### src/shared/fpl_pkg.sv
// shared constants, register map and carrier types of the fast parallel load port
package fpl_pkg;

    // ==========================================================
    // clock and widths
    localparam int CLK_PERIOD_NS = 50;
    localparam int DATA_W        = 32;
    localparam int ADDR_W        = 8;
    localparam int TIMER_W       = 16;

    // ==========================================================
    // register byte offsets
    localparam logic [ADDR_W-1:0] CTRL_OFFSET       = 8'h00;
    localparam logic [ADDR_W-1:0] WORD_COUNT_OFFSET = 8'h04;
    localparam logic [ADDR_W-1:0] PHASE_OFFSET      = 8'h08;
    localparam logic [ADDR_W-1:0] WORDS_RX_OFFSET   = 8'h0c;
    localparam logic [ADDR_W-1:0] IRQ_STATUS_OFFSET = 8'h10;
    localparam logic [ADDR_W-1:0] IRQ_MASK_OFFSET   = 8'h14;
    localparam logic [ADDR_W-1:0] LAST_WORD_OFFSET  = 8'h18;

    // ==========================================================
    // modes, states and field layouts
    typedef enum logic [1:0] {width_8, width_16, width_32} bus_width_type;

    typedef enum logic [2:0] {
        phase_por, phase_reset_hold, phase_wait_release, phase_load,
        phase_init, phase_user, phase_error
    } phase_type;

    typedef struct packed {
        logic [26:0]   reserved;
        logic          use_user_clk;
        logic          secure;
        logic          decompress;
        bus_width_type width;
    } ctrl_type;

    typedef struct packed {
        logic load_error;
        logic user_mode;
        logic load_done;
        logic request_seen;
    } irq_type;

    // pin levels sampled together through one synchroniser
    typedef struct packed {
        logic init_done_n;
        logic load_complete;
        logic user_init_clock;
        logic status_n;
        logic request_n;
        logic cfg_word_clock;
    } pin_type;

    // ==========================================================
    // reset values
    localparam ctrl_type          CTRL_RESET       = '0;
    localparam logic [DATA_W-1:0] WORD_COUNT_RESET = 32'h0000_0000;
    localparam irq_type           IRQ_MASK_RESET   = '0;
    localparam int                OPTION_BIT       = 0;

    // ==========================================================
    // timing
    localparam int STATUS_LOW_MIN_US     = 268;
    localparam int STATUS_LOW_MIN_CYCLES = (STATUS_LOW_MIN_US * 1000 + CLK_PERIOD_NS - 1) / CLK_PERIOD_NS;
    localparam int INIT_OSC_MIN_US       = 175;
    localparam int INIT_OSC_MIN_CYCLES   = (INIT_OSC_MIN_US * 1000 + CLK_PERIOD_NS - 1) / CLK_PERIOD_NS;
    localparam int INIT_OSC_MAX_US       = 437;
    localparam int INIT_OSC_MAX_CYCLES   = (INIT_OSC_MAX_US * 1000) / CLK_PERIOD_NS;
    localparam int USRCLK_ENABLE_NS      = 40;
    localparam int USRCLK_ENABLE_RAW     = (USRCLK_ENABLE_NS + CLK_PERIOD_NS - 1) / CLK_PERIOD_NS;
    localparam int USRCLK_ENABLE_CYCLES  = (USRCLK_ENABLE_RAW < 1) ? 1 : USRCLK_ENABLE_RAW;
    localparam int USRCLK_INIT_EDGES     = 8576;
    localparam int POR_DEFAULT_CYCLES    = 1024;
    localparam int PACKED_RATIO          = 4;
    localparam int INIT_FALL_EDGES       = 2;

endpackage

### src/fast_parallel_config_port.sv
// fast parallel configuration load port: pin handshake, word capture, init sequencing, registers
// Function
// user mode: all lines high; request low reconfigures
// status held low through power-on delay
// load complete low until transfer ends
// request low drops status and load-complete quickly
// host holds request low at least 2 us
// status low pulse 268 to 1506 us
// release status after request high, unless held
// host waits before first word clock edge
// ratio one: one word per rising edge
// width selects bits 7..0, 15..0 or 31..0
// host limits word clock rate and duty
// load complete rises only after whole image
// two falling edges after load complete start init
// oscillator init: user mode 175 to 437 us
// user clock init: enable wait, 8576 edges
// word clock ignored once configured
// init done driven low once option loaded
// one word per edge only without decompress/security
// host restarts load when status drops
`timescale 1ns/1ns
module fast_parallel_config_port #(
    parameter logic [15:0] POR_CYCLES        = 16'(fpl_pkg::POR_DEFAULT_CYCLES),
    parameter logic [15:0] STATUS_LOW_CYCLES = 16'(fpl_pkg::STATUS_LOW_MIN_CYCLES),
    parameter logic [15:0] USRCLK_EDGES      = 16'(fpl_pkg::USRCLK_INIT_EDGES)
) (
    input  wire logic        core_clk,
    input  wire logic        reset,
    input  wire logic [7:0]  reg_addr,
    input  wire logic [31:0] reg_wdata,
    input  wire logic        reg_write,
    input  wire logic        reg_read,
    output logic      [31:0] reg_rdata,
    output logic             irq,
    input  wire logic        config_request_n,
    input  wire logic        status_n_in,
    output logic             status_n_out,
    output logic             status_n_oe,
    input  wire logic        load_complete_in,
    output logic             load_complete_out,
    output logic             load_complete_oe,
    input  wire logic        init_done_n_in,
    output logic             init_done_n_out,
    output logic             init_done_n_oe,
    input  wire logic        cfg_word_clock,
    input  wire logic [31:0] cfg_data,
    input  wire logic        user_init_clock,
    output logic             user_mode
);

    // ==========================================================
    // pin synchronisers
    fpl_pkg::pin_type   pins_raw;
    fpl_pkg::pin_type   pins;
    fpl_pkg::pin_type   pin_rise;
    fpl_pkg::pin_type   pin_fall;
    logic        [31:0] data_sync;

    assign pins_raw = '{init_done_n: init_done_n_in, load_complete: load_complete_in,
                        user_init_clock: user_init_clock, status_n: status_n_in,
                        request_n: config_request_n, cfg_word_clock: cfg_word_clock};

    edge_sync #(.WIDTH($bits(fpl_pkg::pin_type))) u_pin_sync (
        .core_clk (core_clk),
        .reset    (reset),
        .async_in (pins_raw),
        .sync_out (pins),
        .rise     (pin_rise),
        .fall     (pin_fall)
    );

    // data goes through the same depth so it lines up with the detected clock edge
    edge_sync #(.WIDTH(fpl_pkg::DATA_W)) u_data_sync (
        .core_clk (core_clk),
        .reset    (reset),
        .async_in (cfg_data),
        .sync_out (data_sync),
        .rise     (),
        .fall     ()
    );

    // ==========================================================
    // state and registers
    fpl_pkg::phase_type phase;
    fpl_pkg::ctrl_type  ctrl;
    fpl_pkg::irq_type   irq_status;
    fpl_pkg::irq_type   irq_mask;
    fpl_pkg::irq_type   events;
    logic        [31:0] word_count;
    logic        [31:0] words_rx;
    logic        [31:0] last_word;
    logic        [31:0] masked_word;
    logic        [1:0]  ratio_cnt;
    logic        [1:0]  falls_seen;
    logic        [3:0]  enable_wait;
    logic               init_option;
    logic               word_edge;
    logic               single_ratio;
    logic               image_done;
    logic               init_ready;
    logic               enter_hold;
    logic               enter_init;
    logic               timer_start;
    logic        [15:0] timer_load;
    logic               timer_tick;
    logic               timer_done;

    assign single_ratio = !ctrl.decompress && !ctrl.secure;
    assign word_edge    = (phase == fpl_pkg::phase_load) && pin_rise.cfg_word_clock
                          && (single_ratio || ratio_cnt == 2'(fpl_pkg::PACKED_RATIO - 1));
    assign image_done   = (phase == fpl_pkg::phase_load) && (words_rx == word_count);
    assign enter_hold   = pin_fall.request_n && (phase != fpl_pkg::phase_por);
    assign enter_init   = image_done && !enter_hold;
    assign init_ready   = timer_done && !timer_start
                          && (falls_seen == 2'(fpl_pkg::INIT_FALL_EDGES));

    // one timer serves power-on, the status pulse and initialisation in turn
    assign timer_start = enter_hold || enter_init;
    assign timer_load  = enter_hold ? STATUS_LOW_CYCLES
                         : ctrl.use_user_clk ? USRCLK_EDGES
                         : 16'(fpl_pkg::INIT_OSC_MIN_CYCLES);
    assign timer_tick  = (phase == fpl_pkg::phase_init && ctrl.use_user_clk)
                         ? (pin_rise.user_init_clock && enable_wait == 4'h0) : 1'b1;

    interval_timer #(.WIDTH(fpl_pkg::TIMER_W), .INIT_COUNT(POR_CYCLES)) u_timer (
        .core_clk   (core_clk),
        .reset      (reset),
        .start      (timer_start),
        .load_value (timer_load),
        .tick       (timer_tick),
        .done       (timer_done)
    );

    // ==========================================================
    // phase sequencing
    always_ff @(posedge core_clk or posedge reset) begin
        if (reset) begin
            phase <= fpl_pkg::phase_por;
        end else if (enter_hold) begin
            phase <= fpl_pkg::phase_reset_hold;
        end else begin
            unique case (phase)
                fpl_pkg::phase_por: begin
                    if (timer_done) begin
                        phase <= pins.request_n ? fpl_pkg::phase_wait_release : fpl_pkg::phase_reset_hold;
                    end
                end
                fpl_pkg::phase_reset_hold: begin
                    if (timer_done && pins.request_n) begin
                        phase <= fpl_pkg::phase_wait_release;
                    end
                end
                fpl_pkg::phase_wait_release: begin
                    if (pins.status_n) begin
                        phase <= fpl_pkg::phase_load;
                    end
                end
                fpl_pkg::phase_load: begin
                    if (image_done) begin
                        phase <= fpl_pkg::phase_init;
                    end else if (!pins.status_n) begin
                        phase <= fpl_pkg::phase_error;
                    end
                end
                fpl_pkg::phase_init: begin
                    if (init_ready) begin
                        phase <= fpl_pkg::phase_user;
                    end
                end
                fpl_pkg::phase_user: begin
                    phase <= fpl_pkg::phase_user;
                end
                fpl_pkg::phase_error: begin
                    phase <= fpl_pkg::phase_error;
                end
                default: begin
                    phase <= fpl_pkg::phase_error;
                end
            endcase
        end
    end

    // ==========================================================
    // word capture; the mask keeps narrow modes clean above their lanes
    always_comb begin
        unique case (ctrl.width)
            fpl_pkg::width_8:  masked_word = {24'h000000, data_sync[7:0]};
            fpl_pkg::width_16: masked_word = {16'h0000, data_sync[15:0]};
            fpl_pkg::width_32: masked_word = data_sync;
            default:           masked_word = data_sync;
        endcase
    end

    always_ff @(posedge core_clk or posedge reset) begin
        if (reset) begin
            words_rx    <= 32'h0000_0000;
            last_word   <= 32'h0000_0000;
            ratio_cnt   <= 2'h0;
            init_option <= 1'b0;
        end else if (enter_hold) begin
            words_rx    <= 32'h0000_0000;
            ratio_cnt   <= 2'h0;
            init_option <= 1'b0;
        end else if (phase == fpl_pkg::phase_load && pin_rise.cfg_word_clock && !image_done) begin
            ratio_cnt <= word_edge ? 2'h0 : ratio_cnt + 2'h1;
            if (word_edge) begin
                words_rx  <= words_rx + 32'h0000_0001;
                last_word <= masked_word;
                if (words_rx == 32'h0000_0000 && masked_word[fpl_pkg::OPTION_BIT]) begin
                    init_option <= 1'b1;
                end
            end
        end
    end

    // init needs two falling edges from the host and, with the user clock, a short enable wait
    always_ff @(posedge core_clk or posedge reset) begin
        if (reset) begin
            falls_seen  <= 2'h0;
            enable_wait <= 4'h0;
        end else if (enter_init) begin
            falls_seen  <= 2'h0;
            enable_wait <= 4'(fpl_pkg::USRCLK_ENABLE_CYCLES);
        end else if (phase == fpl_pkg::phase_init) begin
            if (pin_fall.cfg_word_clock && falls_seen != 2'(fpl_pkg::INIT_FALL_EDGES)) begin
                falls_seen <= falls_seen + 2'h1;
            end
            if (enable_wait != 4'h0) begin
                enable_wait <= enable_wait - 4'h1;
            end
        end
    end

    // ==========================================================
    // pin drives: open drain, enable high pulls the line low
    assign status_n_out      = 1'b0;
    assign load_complete_out = 1'b0;
    assign init_done_n_out   = 1'b0;
    assign status_n_oe       = (phase == fpl_pkg::phase_por) || (phase == fpl_pkg::phase_reset_hold)
                               || (phase == fpl_pkg::phase_error);
    assign load_complete_oe  = (phase != fpl_pkg::phase_init) && (phase != fpl_pkg::phase_user);
    assign init_done_n_oe    = init_option && (phase != fpl_pkg::phase_user);
    assign user_mode         = (phase == fpl_pkg::phase_user);

    // ==========================================================
    // register slave and interrupts
    assign events = '{load_error:   phase == fpl_pkg::phase_load && !image_done && !pins.status_n,
                      user_mode:    phase == fpl_pkg::phase_init && init_ready,
                      load_done:    enter_init,
                      request_seen: pin_fall.request_n};

    always_ff @(posedge core_clk or posedge reset) begin
        if (reset) begin
            ctrl       <= fpl_pkg::CTRL_RESET;
            word_count <= fpl_pkg::WORD_COUNT_RESET;
            irq_mask   <= fpl_pkg::IRQ_MASK_RESET;
        end else if (reg_write) begin
            unique case (reg_addr)
                fpl_pkg::CTRL_OFFSET:       ctrl       <= {27'h0000000, reg_wdata[4:0]};
                fpl_pkg::WORD_COUNT_OFFSET: word_count <= reg_wdata;
                fpl_pkg::IRQ_MASK_OFFSET:   irq_mask   <= reg_wdata[3:0];
                default: ;
            endcase
        end
    end

    // a new event in the clearing read's cycle survives, so none is lost
    always_ff @(posedge core_clk or posedge reset) begin
        if (reset) begin
            irq_status <= '0;
        end else if (reg_read && reg_addr == fpl_pkg::IRQ_STATUS_OFFSET) begin
            irq_status <= events;
        end else begin
            irq_status <= irq_status | events;
        end
    end

    always_ff @(posedge core_clk or posedge reset) begin
        if (reset) begin
            reg_rdata <= 32'h0000_0000;
        end else if (reg_read) begin
            unique case (reg_addr)
                fpl_pkg::CTRL_OFFSET:       reg_rdata <= ctrl;
                fpl_pkg::WORD_COUNT_OFFSET: reg_rdata <= word_count;
                fpl_pkg::PHASE_OFFSET:      reg_rdata <= {24'h000000, pins.init_done_n, pins.load_complete,
                                                          pins.status_n, pins.request_n, init_option, phase};
                fpl_pkg::WORDS_RX_OFFSET:   reg_rdata <= words_rx;
                fpl_pkg::IRQ_STATUS_OFFSET: reg_rdata <= {28'h0000000, irq_status};
                fpl_pkg::IRQ_MASK_OFFSET:   reg_rdata <= {28'h0000000, irq_mask};
                fpl_pkg::LAST_WORD_OFFSET:  reg_rdata <= last_word;
                default:                    reg_rdata <= 32'h0000_0000;
            endcase
        end else begin
            reg_rdata <= 32'h0000_0000;
        end
    end

    assign irq = |(irq_status & irq_mask);

    // ==========================================================
    // assertions and their helper counters
    logic [15:0] status_low_cnt;
    logic [15:0] init_cnt;

    always_ff @(posedge core_clk or posedge reset) begin
        if (reset) begin
            status_low_cnt <= 16'h0000;
            init_cnt       <= 16'h0000;
        end else begin
            status_low_cnt <= (status_n_oe && status_low_cnt != 16'hffff) ? status_low_cnt + 16'h0001 : 16'h0000;
            init_cnt       <= (phase == fpl_pkg::phase_init && init_cnt != 16'hffff) ? init_cnt + 16'h0001 : 16'h0000;
        end
    end
endmodule

### src/edge_sync.sv
// two-flop synchroniser with rising and falling edge detect per bit
`timescale 1ns/1ns
module edge_sync #(
    parameter int WIDTH = 1
) (
    input  wire logic             core_clk,
    input  wire logic             reset,
    input  wire logic [WIDTH-1:0] async_in,
    output logic      [WIDTH-1:0] sync_out,
    output logic      [WIDTH-1:0] rise,
    output logic      [WIDTH-1:0] fall
);

    logic [WIDTH-1:0] meta;
    logic [WIDTH-1:0] stable;
    logic [WIDTH-1:0] prev;

    // meta is read only by stable; edges are taken from the second stage onward
    always_ff @(posedge core_clk or posedge reset) begin
        if (reset) begin
            meta   <= '0;
            stable <= '0;
            prev   <= '0;
        end else begin
            meta   <= async_in;
            stable <= meta;
            prev   <= stable;
        end
    end

    assign sync_out = stable;
    assign rise     = stable & ~prev;
    assign fall     = ~stable & prev;

endmodule

### src/interval_timer.sv
// loadable down counter that signals when its interval has run out
`timescale 1ns/1ns
module interval_timer #(
    parameter int                        WIDTH      = 16,
    parameter logic [WIDTH-1:0]          INIT_COUNT = '0
) (
    input  wire logic             core_clk,
    input  wire logic             reset,
    input  wire logic             start,
    input  wire logic [WIDTH-1:0] load_value,
    input  wire logic             tick,
    output logic                  done
);

    logic [WIDTH-1:0] count;

    // start beats tick so a restart never loses a cycle
    always_ff @(posedge core_clk or posedge reset) begin
        if (reset) begin
            count <= INIT_COUNT;
        end else if (start) begin
            count <= load_value;
        end else if (tick && count != '0) begin
            count <= count - 1'b1;
        end
    end

    assign done = (count == '0);

endmodule

### config.mk
export PLATFORM = sky130hd
export DESIGN_NAME = fast_parallel_config_port
export DESIGN_NICKNAME = d
export VERILOG_FILES = /design/src/shared/fpl_pkg.sv /design/src/fast_parallel_config_port.sv /design/src/edge_sync.sv /design/src/interval_timer.sv
export SDC_FILE = /design/constraint.sdc
export NUM_CORES = 1
export LEC_CHECK = 0
export BUFFER_PORTS_ARGS = -buffer_cell sky130_fd_sc_hd__buf_4
export CORE_MARGIN = 2
export CORE_UTILIZATION = 37
export CTS_BUF_LIST = sky130_fd_sc_hd__clkbuf_16
export DETAILED_ROUTE_END_ITERATION = 6
export PLACE_DENSITY_LB_ADDON = 0.15
export SYNTH_ARGS = -nofsm -noshare
export SYNTH_HDL_FRONTEND = slang
export SYNTH_HIERARCHICAL = 1
export SYNTH_SLANG_ARGS = --single-unit
### constraint.sdc
create_clock -name core_clk -period 5.4 [get_ports core_clk]
set_input_delay 0.54 -clock core_clk [delete_from_list [all_inputs] [get_ports core_clk]]
set_output_delay 0.54 -clock core_clk [all_outputs]
set_load 0.005 [all_outputs]
* Yosys cells after proc, flatten, opt, wreduce, memory -nomap -nowiden
Cells that the tools add are included.
W data, S select, Z words.
** Word-level totals
- Register bits :: 249
- Input port bits :: 82
** Cells by class
- $add $sub $neg :: 5
- Equal/unequal tests :: 24
- Multiplexer cells :: 34
- Bitwise operators :: 7
- Reductions and logical operators :: 57
** Operators with widths (count)
- $pmux W32 S7 :: 1
- $mux W32 :: 4
- $pmux W32 S2 :: 1
- $add A32 B1 Y32 const B :: 1
- $eq A32 B32 Y1 :: 1
- $logic_not A32 Y1 :: 1
- $mux W16 :: 2
- $mux W14 :: 2
- $eq A8 B5 Y1 const B :: 3
- $logic_and A1 B1 Y1 :: 21
- $mux W3 :: 7
- $pmux W3 S6 :: 1
- $eq A8 B4 Y1 const B :: 2
- $logic_not A16 Y1 :: 1
- $mux W4 :: 4
- $reduce_bool A16 Y1 :: 1
- $sub A16 B1 Y16 const B :: 1
- $ne A3 B3 Y1 const B :: 5
- $mux W2 :: 7
- $reduce_bool A2 Y1 :: 7
- $reduce_and A2 Y1 :: 6
- $eq A3 B3 Y1 const B :: 3
- $and A4 B4 Y4 :: 2
- $eq A8 B3 Y1 const B :: 1
- other kinds (26) :: 42

* Logic depth before layout (Yosys ltp)
- Word-level depth :: 12
- Mapped depth :: 11
- Depth with buffers taken out :: 11

* Hierarchy
Netlist, hierarchy kept.
** Modules (own cells, without submodules)
- fast_parallel_config_port :: times used 1, cells each 764, area each 8032.7 sq um
- edge_sync at u_data_sync :: times used 1, cells each 161, area each 2966.6 sq um
- interval_timer :: times used 1, cells each 123, area each 1058.5 sq um
- edge_sync at u_pin_sync :: times used 1, cells each 31, area each 559.3 sq um

* Least setup slack after synthesis
No wires, ideal clock.
- Path kind :: register to register
- Start :: register u_pin_sync.stable[1] (netlist: u_pin_sync/sync_out[1])
- End :: register u_timer.count[9]
- Library setup time :: 0.124 ns
- Data arrival time :: 2.210 ns
- Required time :: 5.276 ns
- Path slack :: 3.065 ns
- Cell stages (with the launch flop) :: 12
- Path buffers :: 4
- Period minus slack after synthesis :: 2.335 ns
- Cells stage by stage :: dfrtp_1 -> and2b_2 -> clkbuf_1 -> o31a_1 -> clkbuf_1 -> inv_1 -> clkbuf_1 -> o21ai_0 -> clkbuf_1 -> nor2_1 -> nand4_1 -> nand3_1
** RTL lines
- start: declaration :: RTL line edge_sync.sv:15 : logic [WIDTH-1:0] stable;
- start signal: assignment :: RTL line edge_sync.sv:26 : stable <= meta;
- end signal: assignment :: RTL line interval_timer.sv:22 : count <= load_value;
- end signal: assignment :: RTL line interval_timer.sv:24 : count <= count - 1'b1;
- end: declaration :: RTL line interval_timer.sv:15 : logic [WIDTH-1:0] count;

* Worst setup path after layout
- Start :: register words_rx[0]
- End :: register u_timer.count[11]
** On the way
- Word-level cells in the longest chain between the ends :: 5
- Elaborated cells on any way between the ends :: 6
- Those cells by class :: eq/ne (1); mux (1); reduce/logical (4)
** RTL lines
- start: declaration :: RTL line fast_parallel_config_port.sv:91 : logic [31:0] words_rx;
- start signal: assignment :: RTL line fast_parallel_config_port.sv:208 : words_rx <= words_rx + 32'h0000_0001;
- $eq A32 B32 Y1 * :: RTL line fast_parallel_config_port.sv:112 : assign image_done = (phase == fpl_pkg::phase_load) && (words_rx == word_count);
- $logic_and A1 B1 Y1 * :: RTL line fast_parallel_config_port.sv:112
- $logic_and A1 B1 Y1 * :: RTL line fast_parallel_config_port.sv:114 : assign enter_init = image_done && !enter_hold;
- $logic_or A1 B1 Y1 * :: RTL line fast_parallel_config_port.sv:119 : assign timer_start = enter_hold || enter_init;
- via timer_start :: RTL line fast_parallel_config_port.sv:104 : logic timer_start;
- $mux W16 / $reduce_bool A2 Y1 (equally long branches)
Mark *: on every way through the listed nets, which the timed path passes. The rest lies on a longest branch.
A chain may end at the register's enable or synchronous reset.

==> load_flow_metrics.sql <==
INSERT INTO impl_metrics (metric_group, metric, value, unit) VALUES
('layout', 'final_design_area_no_fill', '0.0132', 'sq mm'),
('sta', 'final_min_period_over_clock_period', '0.568', ''),
('clocking', 'clock_tree.root_cell', 'sky130_fd_sc_hd__clkbuf_16', ''),
('die', 'rows', '63', ''),
('clocking', 'cts.repair.resized', '0', ''),
('power', 'switching_power', '0.000949', 'W'),
('layout', 'layout.cells.most_common', 'sky130_fd_sc_hd__dfrtp_1', ''),
('power', 'p_int', '0.00314', 'W'),
('outcome', 'outcome', 'complete, no violations', ''),
('clocking', 'htree_levels', '1', ''),
('clocking', 'numCtsBuffers', '28', ''),
('job', 'drv_cap', '0', ''),
('placed_design', 'place_area', '0.0123', 'sq mm'),
('power', 'fin_total_pwr', '0.00409', 'W'),
('die', 'start_util', '0.375', ''),
('sta', 'worst_slew_margin_rel', '0.417', ''),
('synthesis', 'yosysWarningCount', '6', ''),
('sta', 'period_needed', '3.07', 'ns'),
('worst_setup_path', 'timing.critical_path.to_type', 'flop', ''),
('power', 'netSwitchingFraction', '0.232', ''),
('synthesis', 'mappedNetlistArea', '0.0111', 'sq mm'),
('clocking', 'clkSlewWorstSetupHoldPaths', '0.07', 'ns'),
('power', 'comb_power_share', '0.059', ''),
('worst_setup_path', 'critical_path_class', 'flop to flop', ''),
('global_routing', 'global_route.usage.total', '0.187', ''),
('detailed_routing', 'vias_per_cell', '5.20', ''),
('sta', 'worst_pin_slew', '0.869', 'ns'),
('die', 'fp.dieArea', '0.0314', 'sq mm'),
('detailed_routing', 'drt_pre_antenna_iters', '5', ''),
('layout', 'finalNetCount', '1164', ''),
('layout', 'filler_cell_count', '2851', ''),
('layout', 'syn_to_final_growth', '18.6', '%'),
('clocking', 'max-clock-path-buffers', '3', ''),
('power', 'ir_drop_worst_vdd', '0.241', 'mV'),
('layout', 'layout_common_cells', 'sky130_fd_sc_hd__dfrtp_1 (247), sky130_fd_sc_hd__buf_4 (132), sky130_fd_sc_hd__nand2_1 (100)', ''),
('power', 'power_frac_seq', '0.475', ''),
('clocking', 'clk-insertion-delay-late', '0.56', 'ns'),
('global_routing', 'global_route_wire_length_before_repair', '45600', 'microns'),
('sta', 'rsz0062_at_grt', 'false', ''),
('global_routing', 'grt_overflow', '0', ''),
('detailed_routing', 'route.antenna.remaining_nets', '0', ''),
('synthesis', 'postSynthAreaPerCell', '11.4', 'sq um'),
('power', 'p_per_area', '310', 'mW/mm^2'),
('clocking', 'post_cts.repair.setup_buffers', '0', ''),
('global_routing', 'grt-busiest-layer', 'met2', ''),
('die', 'floorplan.die.height', '177', 'microns'),
('sta', 'final_critical_path_setup_slack', '2.33', 'ns'),
('global_routing', 'number_of_antenna_violations_at_the_first_check_in_global_routing', '0', ''),
('power', 'power.leakage', '5.81', 'nW'),
('detailed_routing', 'route.vias.total', '7723', ''),
('placed_design', 'routabilityCongestion', '0.854', ''),
('worst_hold_path', 'hp-class', 'primary input to asynchronous set/reset pin', ''),
('detailed_routing', 'drt-wirelength-per-cell', '19.3', 'microns'),
('clocking', 'postCtsHoldBufs', '0', ''),
('global_routing', 'met3_capacity_usage_during_global_routing', '0.0227', ''),
('global_routing', 'vias_in_the_first_global_route', '7794', ''),
('detailed_routing', 'routed_wirelength', '28600', 'microns'),
('die', 'boundaryPins', '122', ''),
('global_routing', 'grt_start_max_net_pins', '65', ''),
('worst_setup_path', 'cp_data_required_time', '5.81', 'ns'),
('sta', 'clock_skew', '0.0220', 'ns'),
('global_routing', 'grt.met2_usage', '0.300', ''),
('die', 'die_width', '177', 'microns'),
('sta', 'setup_viol_count_final', '0', ''),
('worst_setup_path', 'startpoint_type', 'flop', ''),
('sta', 'slew_viol_final', '0', ''),
('clocking', 'cts.sink_count', '248', ''),
('layout', 'antenna_cells', '0', ''),
('placed_design', 'dp_slack', '2.29', 'ns'),
('worst_setup_path', 'cp.arrival', '3.48', 'ns'),
('global_routing', 'grt_use_met1', '0.269', ''),
('power', 'power.clock.fraction', '0.467', ''),
('detailed_routing', 'drt_drc_violations_left', '0', ''),
('sta', 'timing.setup.tns', '0', 'ns'),
('worst_setup_path', 'crit_path_max_fanout', '14', ''),
('die', 'placeableCoreArea', '0.0296', 'sq mm'),
('sta', 'timing.final.hold_violations', '0', ''),
('layout', 'drive_above_1_share', '0.232', ''),
('detailed_routing', 'detail_route.iter0.violations', '491', ''),
('sta', 'clock.fmax', '326', 'MHz'),
('clocking', 'cts_tree', 'built', ''),
('synthesis', 'post_synthesis_instance_total', '972', ''),
('placed_design', 'dp.final_hpwl', '19900', 'microns'),
('placed_design', 'io_buffers', '118', '');
[cell type report]
class	count	area, sq um	share of cell area
Sequential cell	248	6210	0.471
Multi-Input combinational cell	619	4390	0.333
Timing Repair Buffer	132	991	0.0752
Clock buffer	28	701	0.0532
Tap cell	390	488	0.0370
Clock inverter	23	229	0.0174
Inverter	46	178	0.0135
[layer usage]
layer  share of wire  vias up  wire length [microns]
li1                -     3620                      -
met1            0.46     3875                  13200
met2            0.48      178                  13600
met3           0.039       50                   1120
met4           0.024        0                    697
met5               0        -                      0
[worst max-delay path, cell delays in order (launching register included)]
cell                      delay (ns)
sky130_fd_sc_hd__dfrtp_1        0.45
sky130_fd_sc_hd__xnor2_1        0.27
sky130_fd_sc_hd__nand4_1        0.18
sky130_fd_sc_hd__nor4_4         0.26
sky130_fd_sc_hd__buf_4          0.24
sky130_fd_sc_hd__nand2_1        0.13
sky130_fd_sc_hd__o21ai_1        0.70
sky130_fd_sc_hd__inv_1          0.42
sky130_fd_sc_hd__nor2_1         0.20
sky130_fd_sc_hd__a31oi_1        0.05
[power groups by stage]
stage / logic [W] / clock network (W) / registers [W]
floorplan: 0.000150 / 0 / 0.00196
global placement: 0.000244 / 0 / 0.00197
detailed placement: 0.000244 / 0 / 0.00197
CTS: 0.000245 / 0.00196 / 0.00194
global route: 0.000267 / 0.00205 / 0.00194
finish: 0.000241 / 0.00191 / 0.00194
[state kept, by name, indices dropped and copies added, names as in the netlist, 5 cells and up]
| signal | flops |
|---|---|
| last_word | 32 |
| u_timer/count | 16 |
| words_rx | 32 |
| word_count | 32 |
| reg_rdata | 32 |
| u_data_sync/sync_out | 32 |
| u_pin_sync/meta | 6 |
| u_data_sync/meta | 32 |
| ctrl | 5 |
| u_pin_sync/sync_out | 6 |
[path summary, 6_finish.rpt]
path	startpoint	endpoint	slack [ns]	cells after the start
setup / recovery	words_rx[0]	u_timer/count[11]	2.33	9
hold / removal	reset	irq_mask[2]	0.07	2
setup reg to reg	words_rx[0]	u_timer/count[11]	2.33	9
hold reg to reg	u_pin_sync/meta[2]	u_pin_sync/sync_out[2]	0.34	0
max in group asynchronous	reset	words_rx[16]	4.24	3
min in group core_clk	config_request_n	u_pin_sync/meta[1]	0.08	1
[through the flow]
step	util	hold slack, ns	instances
6_report	0.445	0.0677	1486
5_1_grt	0.445	0.0573	1486
4_1_cts	0.445	0.0573	1486
3_5_place_dp	0.413	0.335	1435
3_3_place_gp	0.413	0.334	1435
2_1_floorplan	-	0.331	979
No activity file was read; power rests on OpenSTA's default activity.
